$ cat src/hw/vgaac_pkg.sv
package vgaac_pkg;

    // ==========================================================
    // host port addresses
    localparam logic [15:0] VGAAC_PORT_WR = 16'h03c0;
    localparam logic [15:0] VGAAC_PORT_RD = 16'h03c1;
    localparam logic [15:0] VGAAC_STAT_MONO = 16'h03ba;
    localparam logic [15:0] VGAAC_STAT_COLOR = 16'h03da;

    // ==========================================================
    // attribute index space
    localparam logic [4:0] VGAAC_IDX_PAL_LAST = 5'h0f;
    localparam logic [4:0] VGAAC_IDX_MODE = 5'h10;
    localparam logic [4:0] VGAAC_IDX_OVERSCAN = 5'h11;
    localparam logic [4:0] VGAAC_IDX_PLANE_EN = 5'h12;
    localparam logic [4:0] VGAAC_IDX_HSHIFT = 5'h13;
    localparam logic [4:0] VGAAC_IDX_UPPER = 5'h14;

    // ==========================================================
    // field positions
    localparam int VGAAC_IX_SRC = 5;
    localparam int VGAAC_MC_UPPER_SEL = 7;
    localparam int VGAAC_MC_WIDE = 6;
    localparam int VGAAC_MC_PAN_CMP = 5;
    localparam int VGAAC_MC_BLINK = 3;
    localparam int VGAAC_MC_LINE_GFX = 2;
    localparam int VGAAC_MC_MONO = 1;
    localparam int VGAAC_MC_GRAPHICS = 0;

    // ==========================================================
    // reset values and sizes
    localparam logic [5:0] VGAAC_INDEX_RST = 6'h00;
    localparam logic [7:0] VGAAC_REG_RST = 8'h00;
    localparam logic [5:0] VGAAC_PAL_RST = 6'h00;
    localparam logic [3:0] VGAAC_PAN_RST = 4'h0;
    localparam int VGAAC_PAL_N = 16;
    localparam int VGAAC_FIFO_DEPTH = 8;

    typedef enum logic
    {
        VGAAC_SEL_INDEX = 1'b0,
        VGAAC_SEL_DATA = 1'b1
    } vgaac_sel_e;

    // one dot as delivered by the sequencer side
    typedef struct packed
    {
        logic [3:0] planes;
        logic [3:0] bg;
        logic [7:0] wide_byte;
        logic ninth;
        logic lg_code;
        logic attr_msb;
        logic border;
        logic line_cmp;
        logic vsync;
    } vgaac_pix_s;

    typedef struct packed
    {
        logic [15:0] addr;
        logic wr;
        logic rd;
        logic [7:0] wdata;
    } vgaac_io_s;

endpackage

$ cat src/hw/vgaac_top.sv
`timescale 1ns/10ps

// ==========================================================
// pixel fifo
module vgaac_fifo
    import vgaac_pkg::*;
#(
    parameter int WIDTH = 22,
    parameter int DEPTH = 8
)
(
    input wire logic clk_sys,
    input wire logic sys_rst,
    input wire logic clk_en,
    input wire logic in_valid,
    output logic in_ready,
    input wire logic [WIDTH-1:0] in_data,
    output logic out_valid,
    input wire logic out_ready,
    output logic [WIDTH-1:0] out_data
);
    localparam int AW = $clog2(DEPTH);

    logic [WIDTH-1:0] mem [DEPTH];
    logic [AW-1:0] wptr_r;
    logic [AW-1:0] rptr_r;
    logic [AW:0] cnt_r;
    logic [AW:0] cnt_nxt;
    logic ready_r;
    wire push = in_valid && ready_r;
    wire pop = out_valid && out_ready;

    assign in_ready = ready_r;
    assign out_valid = (cnt_r != '0);
    assign out_data = mem[rptr_r];

    always_comb
    begin
        cnt_nxt = cnt_r;
        if (push && !pop)
        begin
            cnt_nxt = cnt_r + 1'b1;
        end
        else if (pop && !push)
        begin
            cnt_nxt = cnt_r - 1'b1;
        end
    end

    always_ff @(posedge clk_sys)
    begin
        if (clk_en && push)
        begin
            mem[wptr_r] <= in_data;
        end
    end

    always_ff @(posedge clk_sys or posedge sys_rst)
    begin
        if (sys_rst)
        begin
            wptr_r <= '0;
            rptr_r <= '0;
            cnt_r <= '0;
            ready_r <= 1'b0;
        end
        else if (clk_en)
        begin
            wptr_r <= push ? wptr_r + 1'b1 : wptr_r;
            rptr_r <= pop ? rptr_r + 1'b1 : rptr_r;
            cnt_r <= cnt_nxt;
            ready_r <= (cnt_nxt < (AW+1)'(DEPTH));
        end
    end
endmodule

// ==========================================================
// attribute controller
// Operation
// index and data are written at one port, read back one higher
// reading input status register 1 returns the toggle to index
// a write after an index write loads the indexed data register
// every write toggles index/data; reads never toggle it
// index bits 4:0 select; source bit 0 blanks video for palette access
// sixteen six-bit palette entries drive video bits 5:0
// mode control at 10, overscan at 11, plane enable at 12
// mode bit 7 takes video bits 5:4 from upper colour bits 1:0
// mode bit 6 enables wide 256-colour pixels
// mode bit 5 lets line compare stop panning until vertical sync
// mode bit 3 picks blink instead of background intensity
// mode bit 2 repeats the eighth dot as ninth for line graphics
// mode bit 1 picks monochrome adapter attributes over colour
// overscan byte drives all eight video bits in the border
// host writes zero to overscan for a monochrome display
// plane enable bits 5:4 route two video bits to status bits 5:4
// plane enable bits 3:0 gate each colour plane
// host writes zero into reserved bits
// status port address follows miscellaneous output bit 0
// upper colour bits 3:2 drive video bits 7:6 outside 256 colour
// masked planes pick the palette entry each dot
// the toggle selects the index after reset
module vgaac_top
    import vgaac_pkg::*;
(
    input wire logic clk_sys,
    input wire logic sys_rst,
    input wire logic clk_en,
    input wire vgaac_io_s io_req,
    output logic [7:0] io_rdata,
    output logic io_rdata_vld,
    input wire logic misc_color_emul,
    input wire logic blink_phase,
    input wire logic pix_valid,
    output logic pix_ready,
    input wire vgaac_pix_s pix_data,
    output logic vid_valid,
    input wire logic vid_ready,
    output logic video_out_bit7,
    output logic video_out_bit6,
    output logic video_out_bit5,
    output logic video_out_bit4,
    output logic video_out_bit3,
    output logic video_out_bit2,
    output logic video_out_bit1,
    output logic video_out_bit0,
    output logic [1:0] status_video_bits,
    output logic [3:0] pan_shift,
    output logic pixel_wide,
    output logic blink_select,
    output logic line_gfx_enable,
    output logic monochrome_adapter_compat,
    output logic graphics_mode
);
    // ==========================================================
    // register state
    vgaac_sel_e sel_r;
    vgaac_sel_e sel_nxt;
    logic [5:0] index_r;
    logic [5:0] palette_r [VGAAC_PAL_N];
    logic [7:0] mode_r;
    logic [7:0] overscan_r;
    logic [7:0] plane_en_r;
    logic [3:0] hshift_r;
    logic [3:0] upper_r;
    logic [7:0] rdata_r;
    logic rdata_vld_r;

    // ==========================================================
    // host decode
    logic [15:0] stat_addr;
    logic wr_port;
    logic rd_index;
    logic rd_data;
    logic rd_status;
    logic wr_index;
    logic wr_data;
    logic [4:0] sel_idx;
    logic is_pal;
    logic [7:0] data_rd;

    // status address follows emulation
    assign stat_addr = misc_color_emul ? VGAAC_STAT_COLOR : VGAAC_STAT_MONO;
    // write port and read port
    assign wr_port = io_req.wr && (io_req.addr == VGAAC_PORT_WR);
    assign rd_index = io_req.rd && (io_req.addr == VGAAC_PORT_WR);
    assign rd_data = io_req.rd && (io_req.addr == VGAAC_PORT_RD);
    assign rd_status = io_req.rd && (io_req.addr == stat_addr);
    // toggle picks index or data
    assign wr_index = wr_port && (sel_r == VGAAC_SEL_INDEX);
    assign wr_data = wr_port && (sel_r == VGAAC_SEL_DATA);
    // index low bits select the register
    assign sel_idx = index_r[4:0];
    assign is_pal = (sel_idx <= VGAAC_IDX_PAL_LAST);

    always_comb
    begin
        sel_nxt = sel_r;
        // write toggles, index and data reads leave it
        if (wr_port)
        begin
            sel_nxt = (sel_r == VGAAC_SEL_INDEX) ? VGAAC_SEL_DATA
                                                 : VGAAC_SEL_INDEX;
        end
        // status read clears the toggle
        if (rd_status)
        begin
            sel_nxt = VGAAC_SEL_INDEX;
        end
    end

    always_comb
    begin
        data_rd = 8'h00;
        if (is_pal)
        begin
            data_rd = {2'b00, palette_r[sel_idx[3:0]]};
        end
        else
        begin
            unique case (sel_idx)
                VGAAC_IDX_MODE: data_rd = mode_r;
                VGAAC_IDX_OVERSCAN: data_rd = overscan_r;
                VGAAC_IDX_PLANE_EN: data_rd = plane_en_r;
                VGAAC_IDX_HSHIFT: data_rd = {4'h0, hshift_r};
                VGAAC_IDX_UPPER: data_rd = {4'h0, upper_r};
                default: data_rd = 8'h00;
            endcase
        end
    end

    always_ff @(posedge clk_sys or posedge sys_rst)
    begin
        if (sys_rst)
        begin
            // index selected out of reset
            sel_r <= VGAAC_SEL_INDEX;
            index_r <= VGAAC_INDEX_RST;
            mode_r <= VGAAC_REG_RST;
            overscan_r <= VGAAC_REG_RST;
            plane_en_r <= VGAAC_REG_RST;
            hshift_r <= VGAAC_PAN_RST;
            upper_r <= VGAAC_PAN_RST;
            rdata_r <= VGAAC_REG_RST;
            rdata_vld_r <= 1'b0;
        end
        else if (clk_en)
        begin
            sel_r <= sel_nxt;
            rdata_vld_r <= rd_index || rd_data;
            if (rd_index)
            begin
                rdata_r <= {2'b00, index_r};
            end
            else if (rd_data)
            begin
                rdata_r <= data_rd;
            end
            if (wr_index)
            begin
                index_r <= io_req.wdata[5:0];
            end
            // data register decode
            if (wr_data && (sel_idx == VGAAC_IDX_MODE))
            begin
                mode_r <= io_req.wdata;
            end
            if (wr_data && (sel_idx == VGAAC_IDX_OVERSCAN))
            begin
                overscan_r <= io_req.wdata;
            end
            if (wr_data && (sel_idx == VGAAC_IDX_PLANE_EN))
            begin
                plane_en_r <= {2'b00, io_req.wdata[5:0]};
            end
            if (wr_data && (sel_idx == VGAAC_IDX_HSHIFT))
            begin
                hshift_r <= io_req.wdata[3:0];
            end
            if (wr_data && (sel_idx == VGAAC_IDX_UPPER))
            begin
                upper_r <= io_req.wdata[3:0];
            end
        end
    end

    // ==========================================================
    // palette entries
    genvar gi;
    generate
        for (gi = 0; gi < VGAAC_PAL_N; gi = gi + 1)
        begin : g_pal
            always_ff @(posedge clk_sys or posedge sys_rst)
            begin
                if (sys_rst)
                begin
                    palette_r[gi] <= VGAAC_PAL_RST;
                end
                // six colour bits per entry
                else if (clk_en && wr_data && is_pal &&
                         (sel_idx[3:0] == 4'(gi)))
                begin
                    palette_r[gi] <= io_req.wdata[5:0];
                end
            end
        end
    endgenerate

    // ==========================================================
    // pixel buffer
    logic fifo_valid;
    logic fifo_pop;
    vgaac_pix_s fp;

    vgaac_fifo #(
        .WIDTH($bits(vgaac_pix_s)),
        .DEPTH(VGAAC_FIFO_DEPTH)
    ) u_fifo (
        .clk_sys(clk_sys),
        .sys_rst(sys_rst),
        .clk_en(clk_en),
        .in_valid(pix_valid),
        .in_ready(pix_ready),
        .in_data(pix_data),
        .out_valid(fifo_valid),
        .out_ready(fifo_pop),
        .out_data(fp)
    );

    // ==========================================================
    // colour translation
    logic [7:0] video_r;
    logic vid_valid_r;
    logic [3:0] last_planes_r;
    logic cmp_hold_r;
    logic [1:0] stat_r;
    logic [3:0] pan_r;
    logic [3:0] masked;
    logic [3:0] ninth_val;
    logic blink_off;
    logic [3:0] pal_sel;
    logic [5:0] pal_out;
    logic [7:0] vid_std;
    logic [7:0] vid_mix;
    logic [7:0] vid_nxt;
    logic [1:0] stat_nxt;
    logic cmp_hold_nxt;

    assign fifo_pop = fifo_valid && (!vid_valid_r || vid_ready);
    // plane gating
    assign masked = fp.planes & plane_en_r[3:0];
    // ninth dot repeats eighth or takes background
    assign ninth_val = (mode_r[VGAAC_MC_LINE_GFX] && fp.lg_code)
                       ? last_planes_r : fp.bg;
    // blink selection hides foreground in off phase
    assign blink_off = mode_r[VGAAC_MC_BLINK] && fp.attr_msb && !blink_phase;
    // masked planes address the palette
    assign pal_sel = fp.ninth ? ninth_val : (blink_off ? fp.bg : masked);
    assign pal_out = palette_r[pal_sel];
    // upper colour substitution for bits 5:4
    // upper colour bits drive bits 7:6
    assign vid_std = {upper_r[3:2],
                      mode_r[VGAAC_MC_UPPER_SEL] ? upper_r[1:0] : pal_out[5:4],
                      pal_out[3:0]};
    // wide pixels bypass the palette
    assign vid_mix = mode_r[VGAAC_MC_WIDE] ? fp.wide_byte : vid_std;
    // source bit low blanks; border takes overscan
    assign vid_nxt = !index_r[VGAAC_IX_SRC] ? 8'h00 :
                     fp.border ? overscan_r : vid_mix;

    // status routing
    always_comb
    begin
        unique case (plane_en_r[5:4])
            2'b00: stat_nxt = {video_r[2], video_r[0]};
            2'b01: stat_nxt = {video_r[5], video_r[4]};
            2'b10: stat_nxt = {video_r[3], video_r[1]};
            2'b11: stat_nxt = {video_r[7], video_r[6]};
        endcase
    end

    // line compare holds panning off until vertical sync
    always_comb
    begin
        cmp_hold_nxt = cmp_hold_r;
        if (fifo_pop && fp.vsync)
        begin
            cmp_hold_nxt = 1'b0;
        end
        else if (fifo_pop && fp.line_cmp && mode_r[VGAAC_MC_PAN_CMP])
        begin
            cmp_hold_nxt = 1'b1;
        end
    end

    always_ff @(posedge clk_sys or posedge sys_rst)
    begin
        if (sys_rst)
        begin
            video_r <= 8'h00;
            vid_valid_r <= 1'b0;
            last_planes_r <= 4'h0;
            cmp_hold_r <= 1'b0;
            stat_r <= 2'b00;
            pan_r <= VGAAC_PAN_RST;
        end
        else if (clk_en)
        begin
            cmp_hold_r <= cmp_hold_nxt;
            stat_r <= stat_nxt;
            pan_r <= cmp_hold_nxt ? VGAAC_PAN_RST : hshift_r;
            if (fifo_pop)
            begin
                video_r <= vid_nxt;
                vid_valid_r <= 1'b1;
                last_planes_r <= fp.ninth ? last_planes_r : masked;
            end
            else if (vid_ready)
            begin
                vid_valid_r <= 1'b0;
            end
        end
    end

    // ==========================================================
    // outputs
    logic [4:0] flags_r;

    always_ff @(posedge clk_sys or posedge sys_rst)
    begin
        if (sys_rst)
        begin
            flags_r <= 5'h00;
        end
        else if (clk_en)
        begin
            // attribute interpretation flags
            flags_r <= {mode_r[VGAAC_MC_WIDE], mode_r[VGAAC_MC_BLINK],
                        mode_r[VGAAC_MC_LINE_GFX], mode_r[VGAAC_MC_MONO],
                        mode_r[VGAAC_MC_GRAPHICS]};
        end
    end

    assign pixel_wide = flags_r[4];
    assign blink_select = flags_r[3];
    assign line_gfx_enable = flags_r[2];
    assign monochrome_adapter_compat = flags_r[1];
    assign graphics_mode = flags_r[0];
    assign io_rdata = rdata_r;
    assign io_rdata_vld = rdata_vld_r;
    assign vid_valid = vid_valid_r;
    assign status_video_bits = stat_r;
    assign pan_shift = pan_r;
    assign video_out_bit7 = video_r[7];
    assign video_out_bit6 = video_r[6];
    assign video_out_bit5 = video_r[5];
    assign video_out_bit4 = video_r[4];
    assign video_out_bit3 = video_r[3];
    assign video_out_bit2 = video_r[2];
    assign video_out_bit1 = video_r[1];
    assign video_out_bit0 = video_r[0];
endmodule

$ cat config.mk
export PLATFORM = sky130hd
export DESIGN_NAME = vgaac_top
export DESIGN_NICKNAME = d
export VERILOG_FILES = /design/src/hw/vgaac_pkg.sv /design/src/hw/vgaac_top.sv
export SDC_FILE = /design/constraint.sdc
export NUM_CORES = 1
export LEC_CHECK = 0
export ABC_CLOCK_PERIOD_IN_PS = 6250
export BUFFER_PORTS_ARGS = -buffer_cell sky130_fd_sc_hd__buf_2
export CAP_MARGIN = 20
export CORE_AREA = 2 2 183 185
export CTS_BUF_LIST = sky130_fd_sc_hd__clkbuf_2
export CTS_CLUSTER_DIAMETER = 120
export DETAILED_ROUTE_END_ITERATION = 7
export DIE_AREA = 0 0 185 187
export PLACE_DENSITY = 0.7
export SLEW_MARGIN = 25
export SYNTH_ARGS = -nofsm -noshare
export SYNTH_HDL_FRONTEND = slang
export SYNTH_SLANG_ARGS = --single-unit
$ cat constraint.sdc
create_clock -name clk_sys -period 6.25 [get_ports clk_sys]
set_input_delay 0.625 -clock clk_sys [delete_from_list [all_inputs] [get_ports clk_sys]]
set_output_delay 0.625 -clock clk_sys [all_outputs]
set_load 0.02 [all_outputs]
Word-level counts from Yosys, hierarchy flattened
Memories as Yosys holds them, arrays and structs flattened. Index checks and enable logic that the tools add are counted.

Muxes and demuxes: 31. Reduce and logical (&&, ||, !) cells: 66. Divide/modulo/power cells: 0. $add $sub $neg: 4. Multipliers: 0. Eq/ne operators: 26. Bitwise gates (word level): 5. Order comparisons: 4. Shift-type cells: 0.

Operators by type and width (number): $bmux W6 S4 (2); $mux W8 (6); $logic_and A1 B1 Y1 (41); $pmux W8 S5 (1); $eq A16 B10 Y1 const B (2); $eq A4 B4 Y1 const B (8); $eq A5 B5 Y1 const B (5); $mux W4 (6); $mux W6 (4); $reduce_and A2 Y1 (12); $eq A16 B10 Y1 (1); $eq A4 B3 Y1 const B (4); $ge A5 B5 Y1 const B (2); $not A4 Y5 (2); $mux W1 (9); $eq A4 B2 Y1 const B (2); $pmux W2 S4 (1); $mux W7 (1); $add A3 B1 Y3 const B (2); $reduce_bool A2 Y1 (3); $le A5 B4 Y1 const B (1); $add A4 B1 Y4 const B (1); $and A4 B4 Y4 (1); $eq A2 B2 Y1 const B (2); 12 further kinds (17).

Memories: 1. Flip-flop bits (word level): 178. Logic and storage cells: 173. Memory bits (writable): 176. Memory bits (read-only): 0. Bits in latches: 0.

Memory list: u_fifo.mem (words 8, bits a word 22, rd ports 1, clocked after Yosys merged registers in 0, write ports 1, line vgaac_top.sv:24) `logic [WIDTH-1:0] mem [DEPTH];`.

Longest topological paths before layout
Gate-level depths: netlist of the first run. An unclocked memory read counts as a cell.

Word-level depth: 13. Gate-level depth with buffers: 12. Gate-level depth less buffers: 10.

Cells and area by module
A second synthesis of the first run with hierarchy kept.

Cells, all modules: 1036. Area total of the unflattened synthesis: 16417.0 µm².

Modules (own cells, without submodules): vgaac_top (instances 1, cells an instance 703, area an instance 8941.1 µm², sequential area each 4179.0 µm²); vgaac_fifo (instances 1, cells an instance 333, area an instance 7475.9 µm², sequential area each 5560.3 µm²).

Worst setup path before layout of the first run
No wires, ideal clock.

Path kind: input-to-reg. From: input port clk_en. To: memory u_fifo.mem[1][0] (enable). Arrival time: 2918 ps. Setup time: 429 ps. Stages on the path: 4. Slack: 2904 ps. Cell sequence: clkbuf_1 -> clkbuf_1 -> nand3_1 -> nor3_1.

Cells in the longest elaborated chain, start to end: 3.

RTL lines: start, declared (line vgaac_top.sv:107) `input wire logic clk_en,`; $logic_and A1 B1 Y1 (line vgaac_top.sv:52) `if (clk_en && push)`; $mux W1 (line vgaac_top.sv:52); $mux W1 (implied by the code) (line vgaac_top.sv:54) `mem[wptr_r] <= in_data;`; end, declared (line vgaac_top.sv:24).

Every way passes these cells.

Worst setup path in the final report of the first run
From: register u_fifo.rptr_r[2]. To: register video_r[5].

Cells in the longest elaborated chain, start to end: 13. Elaborated cells on any way between the ends: 16. Those cells by class: 10 x mux; 2 x bitwise; 3 x reduce/logical; 1 x memory.

RTL lines: start, declared (line vgaac_top.sv:26) `logic [AW-1:0] rptr_r;`; start signal, assigned (line vgaac_top.sv:70) `rptr_r <= pop ? rptr_r + 1'b1 : rptr_r;`; $mem_v2 Z8 W22 *; $logic_and A1 B1 Y1 (2 in series) (line vgaac_top.sv:335) `assign blink_off = mode_r[VGAAC_MC_BLINK] && fp.attr_msb && !blink_phase;`; $mux W4 (2 in series) (line vgaac_top.sv:337) `assign pal_sel = fp.ninth ? ninth_val : (blink_off ? fp.bg : masked);`; $not A4 Y5 (implied by the code) (line vgaac_top.sv:338) `assign pal_out = palette_r[pal_sel];`; $bmux W6 S4 (line vgaac_top.sv:338); $mux W6 (implied by the code) (2 in series) (line vgaac_top.sv:338); $mux W2 (line vgaac_top.sv:342) `mode_r[VGAAC_MC_UPPER_SEL] ? upper_r[1:0] : pal_out[5:4],`; $mux W8 (line vgaac_top.sv:345) `assign vid_mix = mode_r[VGAAC_MC_WIDE] ? fp.wide_byte : vid_std;`; $mux W8 * (line vgaac_top.sv:348) `fp.border ? overscan_r : vid_mix;`; $mux W8 * (line vgaac_top.sv:347) `assign vid_nxt = !index_r[VGAAC_IX_SRC] ? 8'h00 :`; end signal, assigned (line vgaac_top.sv:393) `video_r <= vid_nxt;`; end, declared (line vgaac_top.sv:311) `logic [7:0] video_r;`.

Every way passes the cells marked *; elsewhere a longest branch is shown, timed or not. The select of a mux whose other input is x is not followed. A chain may end at the register's enable or synchronous reset.

==> qor.csv, run 1 <==
metric,value,unit
outcome,completed,
Initial Util,0.4923,
total number of vias,9913,
CTS buffer count,90,
Post-CTS Hold Buffers,27,
share of power burned in combinational logic,0.262,
number of global-route vias before repair,10188,
CTS tree,built,
slowest cell delay on critical path,0.91,ns
Final Core Density,0.5550,
share of layout cells above drive strength 1,0.4092,
final slew viol count,0,
core area,0.03286,mm^2
PwrDens,322.8,mW/mm^2
grt met3 use,0.06036,
Port Buffers,84,
Root Driver,clkbuf_2,
io pins,85,
Rel. slew slack,0.3845,
critical path's slowest cell,dfrtp_1,
final hold violation count,0,
clock tree buffer depth,3,
H-tree depth,3,
cell-internal power,3.947,mW
crit path capture type,flop,
final WL,39.28,mm
first-pass GRT wire length,60.52,mm
FMAX,254.6,MHz
syn avg cell area,15.58,um^2
HP Class,input port to flop,
Final setup viols,0,
clk slew on worst S/H paths,0.11,ns
largest net degree at the start of global routing,73,
GRT Util Overall,0.2341,
mapped cell area,0.01618,mm^2
Syn Nets,1100,
fin worst setup slack,2.322,ns
"Data arrival, critical path",4.77,ns
sequential power share,0.460,
most frequent cells in the layout,"mux2_2, edfxtp_1, dfrtp_1",
Async SR Flop Fraction,0.5028,
most used flip-flop cell after synthesis,dfrtp_1,
grt peak-use layer,met2,
# Max-Cap Violations,0,
fin area,0.01824,mm^2
Yosys reg bits,354,
met1 Track Usage GR,0.3129,
Post-Syn Instances,1038,
YS warnings,0,
"leading cell type in the layout, fill and taps excluded",mux2_2,
WL/cell,22.89,um
Peak VDD IR,0.2237,mV
Area Overhead vs Synth,12.74,%
Worst setup SP type,flop,
clk_skew,0.1028,ns
number of synthesized flops with an enable pin,176,
vias per inst,5.777,
postcts setup bufs,0,
Least-Margin Pin Slew,0.9199,ns
initial antenna violation count,2,
P_leak,7.494,nW
die span in y,187,um
Final nets,1261,
Crit Path Class,flop to flop,
Post-CTS Resized,0,
Die X,185,um
drc violations,0,
Yosys cell types,57,
Psw,1.940,mW
CTS Sinks,354,
total grt overflow,0,
detailed placer's ending HPWL,24.96,mm
DR iter-0 viols,944,
setup tns final,0,ns
Antenna Nets Post-Route,0,
critical path cell sequence,"buf_4, mux4_1, mux2_2, mux2_4, mux2_4, and2_1, a2111oi_0, nor3b_1, a211o_1",
Most Frequent Cell on Critical Path,mux2_4,
crit path time final,3.928,ns
Crit Path Max Fanout,19,
placement-stage cell area,0.01708,mm^2
sw frac,0.3296,
die area,0.03460,mm^2
worst endpoint required time,7.09,ns
DR pass1 iterations,6,
met2 GRT Util,0.3731,
clock power share,0.278,
clock latency on the worst-skew pair,0.98,ns
row count,67,
GP Congestion,0.8573,
period utilization,0.6285,
"Seq/Total Area, Yosys",0.6021,
RSZ-0062 raised after global routing,no,
Setup Slack @ Placement,2.048,ns
[cells by family (layout without fill, tap and decap cells)]
family | Yosys count | in the layout | synth area share
mux | 315 | 315 | 0.2715
fa+ha+maj | 7 | 7 | 0.005414
simple gates | 168 | 168 | 0.05066
xor+xnor | 6 | 6 | 0.003248
other cells | 0 | 2 | 0
flops | 354 | 354 | 0.6021
compound gates | 114 | 114 | 0.04625
buf+inv | 74 | 302 | 0.02088
[worst paths after layout]
path	start	end	slack [ns]	cells past startpoint
setup reg to reg	u_fifo.rptr_r[2]	video_r[5]	2.32	9
min in group asynchronous	sys_rst	palette_r[74]	0.31	3
hold reg to reg	io_rdata[4]	io_rdata[4]	0.49	2
hold / removal	io_req[15]	sel_r	0.08	4
setup / recovery	u_fifo.rptr_r[2]	video_r[5]	2.32	9
max in group asynchronous	sys_rst	palette_r[55]	4.66	4
[sequential cells by signal, summed over array words and instances (netlist names), 6 cells and up]
name and count:
palette_r 96, overscan_r 8, u_fifo.mem 176, plane_en_r 6, index_r 6, mode_r 8
video_r 8, io_rdata 8
[Yosys cell counts, drive strengths merged (2+ instances only)]
cell,number,area share
mux4,76,0.11
o21a,4,0.0019
a21o,2,0.00093
nand3b,2,0.00093
a31oi,2,0.00077
nor3b,4,0.0019
nand4,4,0.0015
a2111oi,8,0.0043
a22oi,2,0.00093
a21oi,26,0.0080
a211o,7,0.0038
nor2b,7,0.0027
nand2b,14,0.0054
a211oi,11,0.0051
nand3,11,0.0034
a222oi,4,0.0025
nor2,46,0.011
nor3,9,0.0040
edfxtp,176,0.33
dfrtp,178,0.28
o21ai,27,0.0084
o311ai,2,0.0011
a22o,2,0.0011
o31ai,5,0.0023
xnor2,4,0.0022
nor4,2,0.0012
o22ai,8,0.0031
xor2,2,0.0011
buf,25,0.0095
ha,7,0.0054
mux2i,53,0.034
nand2,54,0.013
inv,17,0.0039
clkbuf,32,0.0074
and2,8,0.0031
mux2,186,0.13
[worst max-delay path, delay by kind of cell, from the launching register on]
family | cells | cell delay, ns
multiplexers | 4 | 1.28
flip-flops | 1 | 0.91
AO/OA/AOI/OAI | 2 | 0.88
buffers and inverters | 1 | 0.43
AND/OR/NAND/NOR | 2 | 0.30
[cell type report]
class,count,area [um^2]
fillers,2733,14620
flip-flops and latches,354,9746
clock buffers,131,655.6
diodes,2,5.005
repair buffers,126,843.3
multi-input cells,610,6161
inverters,17,68.82
well taps,448,560.5
clock inverters,28,197.7
[power by group through the flow]
stage                     registers, mW  logic [mW]  clock network, mW
after floorplan                    2.65        1.19                  0
after global placement             2.75        1.45                  0
after detailed placement           2.76        1.49                  0
after CTS                          2.71        1.52               1.68
after global routing               2.73        1.65               1.79
final                              2.71        1.54               1.64
[routing by layer]
metal  wire (um)  vias up
met3        2543       92
met5           0        -
met1       16540     5055
li1            -     4390
met2       18980      376
met4        1218        0
[metrics by stage]
stage	power (mW)	instances	hold WS, ns
finish	5.887	1716	0.08217
global route	6.174	1716	0.04172
global placement	4.198	1526	0.4730
CTS	5.908	1713	0.02712
detailed placement	4.255	1527	0.4797
floorplan	3.845	1038	0.4606
(Power assumes the default switching activity.)
==> run 2: changes to the inputs <==
--- a/config.mk
+++ b/config.mk
@@ -5,7 +5,7 @@
 export SDC_FILE = /design/constraint.sdc
 export NUM_CORES = 1
 export LEC_CHECK = 0
-export ABC_CLOCK_PERIOD_IN_PS = 6250
+export ABC_CLOCK_PERIOD_IN_PS = 3900
 export BUFFER_PORTS_ARGS = -buffer_cell sky130_fd_sc_hd__buf_2
 export CAP_MARGIN = 20
 export CORE_AREA = 2 2 183 185
==> constraint.sdc (replaced) <==
create_clock -name clk_sys -period 3.9 [get_ports clk_sys]
set_input_delay 0.39 -clock clk_sys [delete_from_list [all_inputs] [get_ports clk_sys]]
set_output_delay 0.39 -clock clk_sys [all_outputs]
set_load 0.02 [all_outputs]
==> qor.csv, run 2 (synthesis results as in run 1) <==
metric,value,unit,change
total number of vias,9988,,+0.76%
largest net degree at the start of global routing,179,,+150%
crit path time final,3.502,ns,-0.4256 ns
Crit Path Max Fanout,30,,+11
die span in y,187,um,unchanged
worst r2r src,u_fifo.rptr_r[0],,
period utilization,0.8980,,+0.2696
Crit Path Class,flop to flop,,
Final nets,1298,,+2.9%
DR iter-0 viols,907,,-3.9%
detailed placer's ending HPWL,25.23,mm,+1.1%
Rel. slew slack,0.3422,,-0.04223
Post-CTS Hold Buffers,42,,+56%
count of non-filler cells in the finished layout,1754,,+2.2%
GRT Util Overall,0.2338,,-0.0002650
fin worst setup slack,0.3977,ns,-1.924 ns
row count,67,,unchanged
H-tree depth,3,,unchanged
postcts setup bufs,0,,unchanged
PwrDens,499.7,mW/mm^2,+55%
Reg area,0.009743,mm^2,about the same
Port Buffers,84,,unchanged
Root Driver,clkbuf_2,,
drc violations,0,,unchanged
Peak VDD IR,0.3210,mV,+44%
most frequent cells in the layout,"mux2_2, edfxtp_1, dfrtp_1",,
HP Class,input port to async pin,,
multi-input logic area,0.006137,mm^2,-0.39%
final hold violation count,0,,unchanged
Inst Count DP,1549,,+1.4%
CTS Sinks,354,,unchanged
max reg flops,176,,unchanged
CTS buffer count,90,,unchanged
RSZ-0062 raised after global routing,no,,
outcome,completed,,
FF-to-FF End,video_r[0],,
Post-CTS Resized,0,,unchanged
die area,0.03460,mm^2,unchanged
share of layout cells above drive strength 1,0.4146,,+0.005397
GP Congestion,0.8806,,+2.7%
total grt overflow,0,,unchanged
Initial Util,0.4923,,unchanged
clock tree buffer depth,3,,unchanged
clock latency on the worst-skew pair,0.95,ns,-0.03 ns
final slew viol count,0,,unchanged
DR pass1 iterations,8,,+2
Largest regs,"u_fifo.mem (176), palette_r (96)",,
WL/cell,22.28,um,-2.6%
Setup Slack @ Placement,0.4294,ns,-1.618 ns
Power Total,9.223,mW,+57%
Worst Setup SP,u_fifo.rptr_r[0],,
FMAX,285.5,MHz,+12%
Least-Margin Pin Slew,0.9660,ns,+0.04610 ns
P_leak,7.628,nW,+1.8%
initial antenna violation count,1,,-1
Hold WS,0.07740,ns,-0.004770 ns
number of global-route vias before repair,10256,,+0.67%
placement-stage cell area,0.01721,mm^2,+0.80%
core area,0.03286,mm^2,unchanged
"Data arrival, critical path",4.38,ns,-0.39 ns
R2R depth,7,,-2
Biggest register,u_fifo.mem,,
clk_skew,0.06674,ns,-0.03610 ns
clk slew on worst S/H paths,0.11,ns,about the same
"leading cell type in the layout, fill and taps excluded",mux2_2,,
Final Core Density,0.5616,,+0.006663
reg2reg setup slack,0.40,ns,-1.92 ns
Antenna Nets Post-Route,0,,unchanged
# Max-Cap Violations,0,,unchanged
vias per inst,5.694,,-1.4%
crit path capture type,flop,,
end of the critical path,video_r[0],,
first-pass GRT wire length,60.91,mm,+0.64%
setup tns final,0,ns,unchanged
Worst setup SP type,flop,,
worst endpoint required time,4.78,ns,-2.31 ns
Die X,185,um,unchanged
fin area,0.01846,mm^2,+1.2%
Final setup viols,0,,unchanged
io pins,85,,unchanged
final WL,39.09,mm,-0.48%
filler cell count,2703,,-1.1%
Area Overhead vs Synth,14.09,%,
CTS tree,built,,
## run 2: final cells by class
cell class / count / area share
clock buffer: 133 / 0.03607
sequential: 354 / 0.5279
tap: 448 / 0.03037
inverter: 17 / 0.003661
multi-input combinational: 610 / 0.3325
timing repair buffer: 163 / 0.06237
clock inverter: 28 / 0.006983
antenna: 1 / 0.0001356
## run 2: critical path: stages, from the launching register on
cell     delay (ns)
dfrtp_2        0.54
buf_4          0.36
mux4_2         0.54
mux2_4         0.37
mux2i_4        0.79
mux2_2         0.42
o31ai_1        0.23
a211o_1        0.13
## run 2: how the worst min path moves through the flow
stage | start | to | slack, ns | cells past startpoint
4_1_cts | io_req[9] | index_r[3] | 0.006 | 4
2_1_floorplan | cmp_hold_r | cmp_hold_r | 0.46 | 2
3_5_place_dp | io_rdata[3] | io_rdata[3] | 0.47 | 2
5_1_grt | io_req[9] | index_r[3] | 0.009 | 4
6_report | sys_rst | last_planes_r[1] | 0.08 | 4
3_3_place_gp | io_rdata[3] | io_rdata[3] | 0.46 | 2
## run 2: where the power goes
group	switching [mW]	internal (mW)
sequential	0.141	4.09
clock	1.53	0.920
combinational	1.40	1.14
## run 2: per-layer routing
metal	part of all wire	GRT usage
met1	0.45	0.3314
met5	0	0
met3	0.054	0.05140
met4	0.027	0.08547
met2	0.47	0.3574
==> run 3: changes to the inputs <==
--- a/config.mk
+++ b/config.mk
@@ -14,6 +14,7 @@
 export DETAILED_ROUTE_END_ITERATION = 7
 export DIE_AREA = 0 0 185 187
 export PLACE_DENSITY = 0.7
+export REMOVE_ABC_BUFFERS = 1
 export SLEW_MARGIN = 25
 export SYNTH_ARGS = -nofsm -noshare
 export SYNTH_HDL_FRONTEND = slang
==> qor.csv, run 3 (synthesis results as in run 1) <==
metric,value,unit,change
share of power burned in combinational logic,0.281,,+0.005
Reg area,0.009744,mm^2,about the same
core area,0.03286,mm^2,unchanged
GP Congestion,0.9060,,+2.9%
period utilization,0.9060,,+0.007997
Area Overhead vs Synth,14.08,%,about the same
Post-CTS Resized,0,,unchanged
cell-internal power,6.346,mW,+3.2%
Peak VDD IR,0.3164,mV,-1.4%
HP Class,input port to flop,,
clock latency on the worst-skew pair,0.93,ns,-0.02 ns
Rel. slew slack,0.3502,,+0.007917
PwrDens,510.8,mW/mm^2,+2.2%
RSZ-0062 raised after global routing,no,,
worst endpoint required time,4.73,ns,-0.05 ns
filler cell count,2697,,-0.22%
die area,0.03460,mm^2,unchanged
final slew viol count,0,,unchanged
Die X,185,um,unchanged
Root Driver,clkbuf_2,,
Crit Path Class,flop to flop,,
Post-CTS Hold Buffers,39,,-7.1%
Final setup viols,0,,unchanged
io pins,85,,unchanged
Biggest register,u_fifo.mem,,
H-tree depth,3,,unchanged
# Max-Cap Violations,0,,unchanged
critical path's slowest cell,dfrtp_2,,
largest net degree at the start of global routing,73,,-59%
clock tree buffer depth,3,,unchanged
outcome,completed,,
die span in y,187,um,unchanged
"leading cell type in the layout, fill and taps excluded",mux2_2,,
Inst Count DP,1546,,-0.19%
Power Total,9.426,mW,+2.2%
number of global-route vias before repair,10278,,+0.21%
total grt overflow,0,,unchanged
worst path buffer plus inverter count,1,,unchanged
WL/cell,22.22,um,-0.30%
total number of vias,10034,,+0.46%
Worst setup SP type,flop,,
GRT Util Overall,0.2304,,-0.003368
clk slew on worst S/H paths,0.13,ns,+0.02 ns
Setup Slack @ Placement,0.2960,ns,-0.1334 ns
P_leak,7.637,nW,+0.12%
Final nets,1291,,-0.54%
crit path time final,3.533,ns,+0.03119 ns
DR iter-0 viols,724,,-20%
vias per inst,5.753,,+1.0%
CTS tree,built,,
Largest regs,"u_fifo.mem (176), palette_r (96)",,
multi-input logic area,0.006137,mm^2,unchanged
most frequent cells in the layout,"mux2_2, edfxtp_1, dfrtp_1",,
CTS buffer count,89,,-1.1%
sw frac,0.3268,,-0.006231
Initial Util,0.4923,,unchanged
"CP delay by family, top",multiplexers,,
first-pass GRT wire length,59.97,mm,-1.5%
Port Buffers,84,,unchanged
share of layout cells above drive strength 1,0.4216,,+0.007062
"Data arrival, critical path",4.37,ns,about the same
max reg flops,176,,unchanged
critical path cell sequence,"buf_4, mux4_2, mux2_2, mux2i_1, mux2i_4, mux2_1, o311ai_0, a211oi_1, a211o_1",,
final hold violation count,0,,unchanged
sequential power share,0.451,,-0.008
drc violations,0,,unchanged
clock power share,0.268,,+0.003
fin worst setup slack,0.3665,ns,-0.03119 ns
DR pass1 iterations,6,,-2
crit path capture type,flop,,
initial antenna violation count,1,,unchanged
clk_skew,0.05293,ns,-0.01381 ns
postcts setup bufs,0,,unchanged
slowest cell delay on critical path,0.67,ns,-0.12 ns
Crit Path Max Fanout,18,,-40%
Least-Margin Pin Slew,0.9748,ns,+0.008767 ns
count of non-filler cells in the finished layout,1744,,-0.57%
CTS Sinks,354,,unchanged
Final Core Density,0.5616,,about the same
row count,67,,unchanged
detailed placer's ending HPWL,25.38,mm,+0.56%
Psw,3.080,mW,+0.29%
Antenna Nets Post-Route,0,,unchanged
FMAX,283.0,MHz,-0.88%
final WL,38.75,mm,-0.87%
==> run 3: cell count changes in the layout (fill, tap and decap cells not counted), sizes merged <==
cell and delta:
clkinvlp -1, clkinv -9, inv +1, clkbuf +3, bufinv +2, buf -3
dlygate4sd3 -3
==> run 3: through the flow <==
step,cell area (um^2),TNS [ns],hold slack (ns)
2_1_floorplan,15900,-241.30,0.4600
3_3_place_gp,17200,0,0.4585
3_5_place_dp,17200,0,0.4654
4_1_cts,18430,0,0.006223
5_1_grt,18460,0,0.02909
6_report,18460,0,0.1200
==> run 3: path summary, 6_finish.rpt <==
| check | from | endpoint | slack, ns | depth (start not counted) |
|---|---|---|---|---|
| worst max register to register | u_fifo.rptr_r[0] | video_r[5] | 0.37 | 9 |
| worst max-delay path | u_fifo.rptr_r[0] | video_r[5] | 0.37 | 9 |
| max in group asynchronous | sys_rst | palette_r[16] | 2.77 | 4 |
| worst min register to register | io_rdata[3] | io_rdata[3] | 0.48 | 2 |
| worst min-delay path | io_req[3] | palette_r[39] | 0.12 | 2 |
| min in group asynchronous | sys_rst | mode_r[3] | 0.13 | 3 |
==> run 3: layout make-up <==
class | instances | area share
Tap cell | 448 | 0.03037
Clock buffer | 136 | 0.03688
Inverter | 17 | 0.003729
Multi-Input combinational cell | 610 | 0.3325
Clock inverter | 21 | 0.008136
Antenna cell | 1 | 0.0001356
Timing Repair Buffer | 157 | 0.06020
Sequential cell | 354 | 0.5280
==> run 3: power groups by stage <==
stage	clock network [mW]	registers, mW	logic [mW]
2_1_floorplan	0	4.44	1.58
3_3_place_gp	0	4.32	2.53
3_5_place_dp	0	4.33	2.56
4_1_cts	2.62	4.26	2.60
5_1_grt	2.81	4.28	2.82
6_report	2.52	4.25	2.65
==> run 3: per-layer routing <==
metal / global-route usage / routed length [um] / vias to the layer above
met2: 0.3606 / 18250 / 398
met3: 0.04400 / 2368 / 79
met4: 0.09554 / 1137 / 0
li1: - / - / 4448
met5: 0 / 0 / -
met1: 0.3183 / 16990 / 5109
